<file path="config.mk">
export PLATFORM = sky130hd
export DESIGN_NAME = tlic_controller
export DESIGN_NICKNAME = d
export VERILOG_FILES = /design/src/tlic_pkg.sv /design/src/tlic_pin_events.sv /design/src/tlic_controller.sv
export SDC_FILE = /design/constraint.sdc
export NUM_CORES = 1
export LEC_CHECK = 0
export BUFFER_PORTS_ARGS = -buffer_cell sky130_fd_sc_hd__buf_2
export CAP_MARGIN = 20
export CORE_UTILIZATION = 45
export DETAILED_ROUTE_END_ITERATION = 7
export HOLD_SLACK_MARGIN = 0.06
export PLACE_DENSITY_LB_ADDON = 0.12
export SYNTH_ARGS = -nofsm -noshare
export SYNTH_HDL_FRONTEND = slang
export SYNTH_SLANG_ARGS = --single-unit
</file>
<file path="constraint.sdc">
create_clock -name mclk -period 1.9 [get_ports mclk]
set_input_delay 0.095 -clock mclk [delete_from_list [all_inputs] [get_ports mclk]]
set_output_delay 0.095 -clock mclk [all_outputs]
set_load 0.02 [all_outputs]
</file>
<file path="src/tlic_pkg.sv">
// constants, register map and state types for the two-level interrupt controller
package tlic_pkg;

    // program counter and source layout
    localparam int unsigned PC_W     = 21;
    localparam int unsigned NUM_SRC  = 8;
    localparam int unsigned NUM_EXT  = 3;
    localparam int unsigned PORT_W   = 4;
    localparam int unsigned NUM_PER  = 4;
    localparam int unsigned SYNC_W   = NUM_EXT + PORT_W;

    // vector addresses
    localparam logic [PC_W-1:0] VEC_HIGH = 21'h000008;
    localparam logic [PC_W-1:0] VEC_LOW  = 21'h000018;

    // wishbone byte offsets, one 32-bit word each
    localparam logic [7:0] OFS_INTCTL = 8'h00;
    localparam logic [7:0] OFS_RSTCTL = 8'h04;
    localparam logic [7:0] OFS_FLAG   = 8'h08;
    localparam logic [7:0] OFS_ENABLE = 8'h0c;
    localparam logic [7:0] OFS_PRIO   = 8'h10;
    localparam logic [7:0] OFS_MASK   = 8'h14;
    localparam logic [7:0] OFS_STATUS = 8'h18;

    // field positions
    localparam int unsigned BIT_HIGH_GIE  = 7;
    localparam int unsigned BIT_LOW_GIE   = 6;
    localparam int unsigned BIT_PRIO_EN   = 7;
    localparam int unsigned BIT_IN_HIGH   = 0;
    localparam int unsigned BIT_IN_LOW    = 1;

    // source index map: 0..2 external pins, 3 port change, 4..7 peripherals
    localparam logic [NUM_SRC-1:0] CORE_SRC_MASK = 8'h0f;
    localparam logic [NUM_SRC-1:0] FIXED_HIGH    = 8'h01;

    // reset values
    localparam logic [NUM_SRC-1:0] PRIO_RST = 8'hff;
    localparam logic [NUM_SRC-1:0] ZERO_RST = 8'h00;

    // input synchroniser state
    typedef struct packed {
        logic [SYNC_W-1:0] meta;
        logic [SYNC_W-1:0] stable;
        logic [SYNC_W-1:0] prev;
    } tlic_sync_t;

    // controller state
    typedef struct packed {
        logic               highGie;
        logic               lowGie;
        logic               priorityLevelsEnable;
        logic [NUM_SRC-1:0] flags;
        logic [NUM_SRC-1:0] enables;
        logic [NUM_SRC-1:0] priorities;
        logic [NUM_SRC-1:0] irqMask;
        logic               inHigh;
        logic               inLow;
        logic               vecLoad;
        logic [PC_W-1:0]    vecAddr;
        logic [PC_W-1:0]    retAddr;
        logic               ack;
        logic [31:0]        rdata;
    } tlic_state_t;

endpackage : tlic_pkg

</file>
<file path="src/tlic_pin_events.sv">
// two-flop synchroniser and edge detection for external pins and port change inputs
`timescale 1ns/10ps
`default_nettype none
module tlic_pin_events (
    // clock and reset
    input  wire logic                           mclk,
    input  wire logic                           rst,
    // asynchronous pins
    input  wire logic [tlic_pkg::NUM_EXT-1:0]   extPin,
    input  wire logic [tlic_pkg::PORT_W-1:0]    upperPortChangeInput,
    // one-cycle events
    output logic      [tlic_pkg::NUM_EXT-1:0]   extRise,
    output logic                                portChange
);
    import tlic_pkg::*;

    tlic_sync_t st;
    tlic_sync_t nx;

    // meta feeds only stable; edges are taken from stable against prev
    always_comb begin
        nx        = st;
        nx.meta   = {upperPortChangeInput, extPin};
        nx.stable = st.meta;
        nx.prev   = st.stable;
    end

    always_ff @(posedge mclk) begin
        if (rst) begin
            st <= '0;
        end else begin
            st <= nx;
        end
    end

    // a pin already high at reset release shows as one rising edge
    assign extRise    = st.stable[NUM_EXT-1:0] & ~st.prev[NUM_EXT-1:0];
    assign portChange = |(st.stable[SYNC_W-1:NUM_EXT] ^ st.prev[SYNC_W-1:NUM_EXT]);

endmodule : tlic_pin_events
`default_nettype wire

</file>
<file path="src/tlic_controller.sv">
// two-level prioritised interrupt controller with wishbone register access
//
// The placing of the registers and register access over Wishbone are this design's own decisions.
`timescale 1ns/10ps
`default_nettype none
module tlic_controller (
    // clock and reset
    input  wire logic                           mclk,
    input  wire logic                           rst,
    // wishbone classic slave
    input  wire logic                           wb_cyc_i,
    input  wire logic                           wb_stb_i,
    input  wire logic                           wb_we_i,
    input  wire logic [7:0]                     wb_adr_i,
    input  wire logic [3:0]                     wb_sel_i,
    input  wire logic [31:0]                    wb_dat_i,
    output logic      [31:0]                    wb_dat_o,
    output logic                                wb_ack_o,
    // event sources
    input  wire logic [tlic_pkg::NUM_EXT-1:0]   extPin,
    input  wire logic [tlic_pkg::PORT_W-1:0]    upperPortChangeInput,
    input  wire logic [tlic_pkg::NUM_PER-1:0]   periphEvent,
    // core fetch and stack
    input  wire logic [tlic_pkg::PC_W-1:0]      pcIn,
    input  wire logic                           returnFromInterruptInstruction,
    output logic                                vectorLoad,
    output logic      [tlic_pkg::PC_W-1:0]      vectorAddr,
    output logic                                stackPush,
    output logic      [tlic_pkg::PC_W-1:0]      stackData,
    // interrupt line
    output logic                                irq
);
    import tlic_pkg::*;

    tlic_state_t        st;
    tlic_state_t        nx;
    logic [NUM_EXT-1:0] extRise;
    logic               portChange;
    logic [NUM_SRC-1:0] events;
    logic [NUM_SRC-1:0] pending;
    logic [NUM_SRC-1:0] effPri;
    logic               highReq;
    logic               lowReq;
    logic               busReq;
    logic               busWrite;
    logic               lowReturn;
    logic [31:0]        readMux;

    // pins cross into mclk here; peripherals are already on mclk
    tlic_pin_events u_pin_events (
        .mclk                 (mclk),
        .rst                  (rst),
        .extPin               (extPin),
        .upperPortChangeInput (upperPortChangeInput),
        .extRise              (extRise),
        .portChange           (portChange)
    );

    assign events  = {periphEvent, portChange, extRise};
    assign pending = st.flags & st.enables;
    // external pin zero has no priority bit and is always high level
    assign effPri  = st.priorities | FIXED_HIGH;

    // request qualification per mode
    always_comb begin
        if (st.priorityLevelsEnable) begin
            highReq = st.highGie && |(pending & effPri);
            lowReq  = st.highGie && st.lowGie && |(pending & ~effPri);
        end else begin
            // priority bits play no part; bit 6 only gates peripherals
            highReq = st.highGie && |(pending & (CORE_SRC_MASK | {NUM_SRC{st.lowGie}}));
            lowReq  = 1'b0;
        end
    end

    // the exited level is low only when low is running and high is not
    assign lowReturn = st.priorityLevelsEnable && !st.inHigh && st.inLow;

    // bus decode: request taken on first cycle, write lands on the ack edge
    assign busReq   = wb_cyc_i && wb_stb_i;
    assign busWrite = busReq && wb_we_i && st.ack && wb_sel_i[0];

    // read view; unmapped offsets read zero
    always_comb begin
        readMux = 32'h00000000;
        case (wb_adr_i)
            OFS_INTCTL: begin
                readMux[BIT_HIGH_GIE] = st.highGie;
                readMux[BIT_LOW_GIE]  = st.lowGie;
            end
            OFS_RSTCTL: readMux[BIT_PRIO_EN] = st.priorityLevelsEnable;
            OFS_FLAG:   readMux[NUM_SRC-1:0] = st.flags;
            OFS_ENABLE: readMux[NUM_SRC-1:0] = st.enables;
            OFS_PRIO:   readMux[NUM_SRC-1:0] = effPri;
            OFS_MASK:   readMux[NUM_SRC-1:0] = st.irqMask;
            OFS_STATUS: begin
                readMux[BIT_IN_HIGH] = st.inHigh;
                readMux[BIT_IN_LOW]  = st.inLow;
            end
            default:    readMux = 32'h00000000;
        endcase
    end

    // next state: software writes first, hardware actions override them
    always_comb begin
        nx         = st;
        nx.vecLoad = 1'b0;
        nx.ack     = busReq && !st.ack;
        if (busReq && !st.ack) begin
            nx.rdata = readMux;
        end
        if (busWrite) begin
            case (wb_adr_i)
                OFS_INTCTL: begin
                    nx.highGie = wb_dat_i[BIT_HIGH_GIE];
                    nx.lowGie  = wb_dat_i[BIT_LOW_GIE];
                end
                OFS_RSTCTL: nx.priorityLevelsEnable = wb_dat_i[BIT_PRIO_EN];
                OFS_FLAG:   nx.flags = st.flags & ~wb_dat_i[NUM_SRC-1:0];
                OFS_ENABLE: nx.enables = wb_dat_i[NUM_SRC-1:0];
                OFS_PRIO:   nx.priorities = wb_dat_i[NUM_SRC-1:0];
                OFS_MASK:   nx.irqMask = wb_dat_i[NUM_SRC-1:0];
                default:    nx.enables = st.enables;
            endcase
        end
        // events set flags whatever the enables; set beats a same-cycle clear
        nx.flags = nx.flags | events;
        // high is tested first so it wins a tie and can cut into low service
        if (highReq) begin
            nx.highGie = 1'b0;
            nx.inHigh  = 1'b1;
            nx.vecLoad = 1'b1;
            nx.vecAddr = VEC_HIGH;
            nx.retAddr = pcIn;
        end else if (lowReq) begin
            nx.lowGie  = 1'b0;
            nx.inLow   = 1'b1;
            nx.vecLoad = 1'b1;
            nx.vecAddr = VEC_LOW;
            nx.retAddr = pcIn;
        end else if (returnFromInterruptInstruction) begin
            if (lowReturn) begin
                nx.lowGie = 1'b1;
                nx.inLow  = 1'b0;
            end else begin
                nx.highGie = 1'b1;
                nx.inHigh  = 1'b0;
            end
        end
    end

    // single register stage holds the whole controller state
    always_ff @(posedge mclk) begin
        if (rst) begin
            st            <= '0;
            st.priorities <= PRIO_RST;
            st.irqMask    <= ZERO_RST;
        end else begin
            st <= nx;
        end
    end

    // registered outputs; the vector issues one cycle after qualification
    assign wb_dat_o   = st.rdata;
    assign wb_ack_o   = st.ack;
    assign vectorLoad = st.vecLoad;
    assign vectorAddr = st.vecAddr;
    assign stackPush  = st.vecLoad;
    assign stackData  = st.retAddr;
    // level line for a monitor, separate from the core vectoring path
    assign irq        = |(st.flags & st.irqMask);
endmodule : tlic_controller
`default_nettype wire

</file>
# After elaboration in Yosys (flattened, before gate mapping)

Index checks and enable logic that the tools add are counted.
W data, S select, Z words.

Register bits after elaboration: 91
Input port bits: 82
Logic and storage cells: 96

Equality and inequality tests: 8
Muxes and demuxes: 27
Bitwise logic cells: 13
Reductions and logical operators: 30

Operator list:

| cell                 | number |
|---|---|
| $mux W43             | 2 |
| $and A8 B8 Y8        | 6 |
| $mux W35             | 1 |
| $mux W8              | 4 |
| $reduce_or A8 Y1     | 4 |
| $eq A8 B5 Y1 const B | 3 |
| $eq A8 B4 Y1 const B | 2 |
| $not A8 Y8           | 2 |
| $pmux W4 S4          | 1 |
| $mux W1              | 13 |
| $logic_and A1 B1 Y1  | 11 |
| $pmux W2 S5          | 1 |
| $eq A8 B3 Y1 const B | 1 |
| $logic_not A8 Y1     | 1 |
| $or A8 B8 Y8         | 1 |
| $reduce_and A2 Y1    | 4 |
| $reduce_bool A2 Y1   | 4 |
| $mux W2              | 3 |
| $pmux W1 S6          | 1 |
| $reduce_and A3 Y1    | 2 |
| $pmux W1 S5          | 1 |
| $ne A2 B2 Y1 const B | 2 |
| $reduce_or A4 Y1     | 1 |
| $xor A4 B4 Y4        | 1 |
| other kinds (5)      | 6 |

# Logic depth before layout (Yosys ltp)

Depth in word-level cells: 9
Mapped depth: 7

# Modules after synthesis

From an unflattened synthesis, not the netlist that was laid out.

Cells, all modules: 489
Area, all modules: 4435.5 µm²

By module, submodules not included:

| module          | times used | cells each | area an instance (µm²) | sequential area each (µm²) |
|---|---|---|---|---|
| tlic_controller | 1          | 437        | 3751.1                 | 1381.3 |
| tlic_pin_events | 1          | 52         | 684.4                  | 420.4 |

# Worst setup path after synthesis

Ideal clock, no wire load.

Path kind: input to register
Start point: input port wb_adr_i[6]
End point: register st[112] (netlist name)
Library setup time: 0.116 ns
Arrival time: 1.797 ns
Required time: 1.784 ns
Path slack: -0.013 ns
Cell stages on the path: 5
Path through: or4_4 > nor4_4 > nor4b_4 > mux2_2 > o211a_1

Cells in the longest elaborated chain, start to end: 6

RTL lines:

| what                 | RTL line               | source |
|---|---|---|
| from (decl)          | tlic_controller.sv:14  | `input wire logic [7:0] wb_adr_i,` |
| $logic_not A8 Y1 (*) | tlic_controller.sv:113 | `case (wb_adr_i)` |
| $mux W2 (*)          | tlic_controller.sv:113 |  |
| $mux W35 (*)         | tlic_controller.sv:112 | `if (busWrite) begin` |
| $mux W1              | tlic_controller.sv:142 | `if (lowReturn) begin` |
| $mux W2              | tlic_controller.sv:141 | `end else if (returnFromInterruptInstruction) begin` |
| $mux W1 (*)          | tlic_controller.sv:135 | `end else if (lowReq) begin` |
| to (signal assigned) | tlic_controller.sv:159 | `st <= nx;` |
| to (decl)            | tlic_controller.sv:35  | `tlic_state_t st;` |

Mark *: on every way between the ends. The rest lies on a longest branch, timed or not.
A chain may end at the register's enable or synchronous reset.

# Worst setup path in the final report

Start point: register st (netlist bit effPri[3])
End point: register st (netlist bit stackData[18])

Cells in the longest elaborated chain, start to end: 6
Elaborated cells on any way between the ends: 11

RTL lines:

| what                                | RTL line              | source |
|---|---|---|
| $not A8 Y8                          | tlic_controller.sv:68 | `lowReq = st.highGie && st.lowGie && \|(pending & ~effPri);` |
| $and A8 B8 Y8                       | tlic_controller.sv:68 |  |
| $reduce_or A8 Y1                    | tlic_controller.sv:68 |  |
| $logic_and A1 B1 Y1                 | tlic_controller.sv:68 |  |
| $mux W1                             | tlic_controller.sv:66 | `if (st.priorityLevelsEnable) begin` |
| $reduce_bool A2 Y1 (no source line) | -                     |  |

Parallel ways exist; a longest one is shown, timed or not.

==> results list <==
- Once the clock tree was built, the resizer swapped 0 gates to a different size.
- After synthesis the cells add up to approximately 0.0043 mm².
* Cell with the largest stage delay on the worst path: dfxtp_1
* Primary flip-flop cell chosen by synthesis mapping: dfxtp_1
* Count of cell types in the netlist: 44
- The net count of the finished layout is around 660.
* CP endpoint kind: flip-flop
- Initial antenna violation count: 0
- Sequential cells burn between 50 and 60% of the power.
* Largest family of logic cells by synthesized area: simple AND/OR/NAND/NOR gates
- The signal on the critical path passes through nand3b_1 > o221ai_1 > o31a_1 > a21oi_4 > buf_12 > mux2i_1.
- On the final layout, the worst hold slack is roughly 0.081 ns.
- Critical Path Max Stage Delay: ~0.38 ns
* Drt total wl: around 9000 µm
- Placeable Area: between 0.009 and 0.01 mm²
- Multiplexer share of the synthesized area: about an eighth
* Number of enable-type register cells in the synthesized netlist: 0
- Global placer's final weighted congestion: 0.873
- Power spread over the standard cell area amounts to roughly 700 mW/mm².
- In the synthesized netlist, the number of instances is about 480.
- Kind of start point of the critical path: flip-flop
* Proportion of power drawn by combinational gates: 10.2%
* Final Critical Period: 1.71 ns
* Synthesis-stage register bit count: 90
- Clock tree from TritonCTS: built
- Counting both buffers and inverters, the worst setup path holds a total of 1.
- Of the total power, the share spent switching nets is 24.8%.
- Data arrival at the endpoint of the critical path: between 1.5 and 2 ns
- Clock power share: a little over a third
* Fraction of post-synthesis cell area in the top cell type by area: between 40% and 50%
- Post-DP HPWL: 6380 µm
- In the routed design, unresolved DRC markers number 0.
* Overall power consumption: 0.00354 W
- CP required: 2.17 ns
- The final-report max-slew violation count was 0.
* Via/cell ratio: between 4 and 5
* Area share of fa/ha/maj cells after synthesis: 0%
- Clock latency on the worst-skew pair, taken at its later pin, is about 0.35 ns.
- Pin count of the biggest net entering global routing: between 40 and 50
- Area leader, netlist: dfxtp_1
* Fraction of the mapped netlist area in compound gates: between 9 and 10%
- 160 I/O pins were placed.
- First-pass iteration count of the detailed router: 6
- Synth top cells by count: dfxtp_1 (90), buf_4 (75), nand2_1 (72)
- Averaged over all synthesized cells, the footprint is 8.97 µm².
* Starting Density: between 40% and 50%
- The total overflow left after global routing is 0.
- The die covers ~0.0099 mm².
- Setup CP Type: reg2reg
- H-tree levels: 3
- Synth Area in Simple Gates: just under 20%
- For this run, asynchronously set or reset flops after synthesis account for 0%.
- Worst-case clock buffer depth: 2
- In this run the power spent charging and discharging nets is 0.000878 W.
- Counting the fill cells in the layout gives 872.
- Setup violators final: 0
- Derived from the worst setup path, the maximum achievable clock frequency is 0.586 GHz.
* Max FO, Critical Path: 23
* Total clock buffers created by CTS: 9
- Average routed wire per standard cell: between 10 and 15 µm
- Setup repair after global routing left no endpoint under its margin.
- Cell with the most instances after synthesis: dfxtp_1
* Clock transition at path regs: around 0.080 ns
- Warning count from the yosys run: 0
* Routed via count: between 3000 and 4000
- By area the synthesized netlist is led by dfxtp_1 (42%), buf_4 (13%), mux2i_1 (10%).
- Worst-case clock skew: around 0.0089 ns
- Final Hold Vio Count: 0
- Path type of the worst min-delay path: in2reg
* Slack of the worst reg-to-reg path: 0.19 ns
- Fraction of final layout cells with drive strength greater than 1: between 20% and 30%
- IR analysis of the VDD net gives a maximum drop of ~0.41 mV.
* Max Cap Violations: 0
* Family with the most delay on the worst path: compound AO/OA/AOI/OAI gates
- The first global-routing pass estimated roughly 15000 µm of wire.
- Sink count of the clock tree: 90
- Post-route ant nets: 0
- The internal portion of the total power is between 0.002 and 0.003 W.
* Leakage: 2.33 nW
- Xor and xnor area share after synthesis: less than 1%
* Clock root cell: clkbuf_8
- Measured along the y axis, the die boundary spans 99.3 µm.
- The final critical path takes up approximately 90% of the cycle.
* Area Overhead vs Synth: 18.6%
- The number of global-route vias before repair was between 3000 and 4000.
- Sequential fraction of the synthesis area: 42.3%
* # diodes: 0
- Run status: finished, final reports clean
- The floorplan has 35 rows.
* Detailed Route Iter0 Violations: between 150 and 200
- The floorplan step set the die width to slightly below 100 µm.
* Number of buffers inserted by port buffering: 89
* GRT Total Usage: 18.9%
==> state kept, by name, summed over array words and instances (netlist names) <==
| signal | count |
|---|---|
| effPri | 7 |
| vectorAddr | 2 |
| u_pin_events.st | 7 |
| wb_dat_o | 8 |
| stackPush | 1 |
| u_pin_events.nx | 14 |
| wb_ack_o | 1 |
| st | 29 |
| stackData | 21 |
==> layout make-up <==
type | instances | area, µm² | area share (%)
clock inverter | 3 | 42.5 | 0.841
inverter | 6 | 22.5 | 0.445
multi-input combinational | 325 | 1960 | 38.8
tap | 111 | 139 | 2.75
sequential | 90 | 1800 | 35.6
clock buffer | 11 | 131 | 2.60
timing repair buffer | 143 | 958 | 19.0
==> worst register-to-register path: cells and delay by family, from the launching register on <==
kind	cells	cell delay (ns)
buf+inv	1	0.21
flops	1	0.38
simple gates	1	0.14
mux	1	0.23
compound gates	3	0.67
==> per-stage QoR <==
stage	setup TNS, ns	util (%)	cells	worst slack, ns	area, µm²
after global routing	0	55.0	689	0.107	5060
after floorplan	-0.0131	-	517	-0.0131	4420
after detailed placement	-0.699	49.0	637	-0.0807	4500
after global placement	-0.639	49.0	637	-0.0885	4500
after CTS	0	55.0	689	0.200	5060
final	0	55.0	689	0.193	5060
==> cells by family (layout without fill, tap and decap cells) <==
group                  Yosys count  in the layout
AND/OR/NAND/NOR                170            170
other                            1             43
XOR/XNOR                         4              4
multiplexers                    48             48
flip-flops                      90             90
AO/OA/AOI/OAI                   60             60
buffers and inverters          102            163
==> final timing paths <==
| check | end | from | cells after the start |
|---|---|---|---|
| worst max-delay path | stackData[18] | effPri[3] | 6 |
| worst min-delay path | st[101] | wb_dat_i[7] | 3 |
| worst max register to register | stackData[18] | effPri[3] | 6 |
| worst min register to register | u_pin_events.nx[4] | u_pin_events.nx[11] | 1 |
==> layout by cell type, fill, tap and decap left out, types with 6 or more instances in the layout <==
cell type      instances
nand2_1               72
nand3_1               21
a21oi_1               20
dfxtp_1               90
dlygate4sd3_1         38
nor2_1                26
buf_4                 15
nand4_1                6
a22oi_1               15
conb_1                43
buf_2                 89
nor2b_1               28
mux2i_1               44
clkbuf_8               9
==> power by group through the flow <==
stage	logic (W)	clock network, W	registers (W)
6_report	0.000360	0.00123	0.00194
4_1_cts	0.000358	0.00129	0.00194
5_1_grt	0.000395	0.00136	0.00195
2_1_floorplan	0.000263	0	0.00198
3_3_place_gp	0.000294	0	0.00199
3_5_place_dp	0.000298	0	0.00199
==> layer usage <==
layer / wire (µm) / track usage [%]
met5: 0 / 0
met4: 168 / 8.03
met3: 470 / 2.81
met2: 4290 / 29.9
met1: 4300 / 25.7
==> what timing repair did <==
action | in CTS | in global routing
buffers inserted | 0 | 0
hold endpoints to repair | 49 | 0
hold buffers | 38 | 0
(Power assumes the default switching activity.)
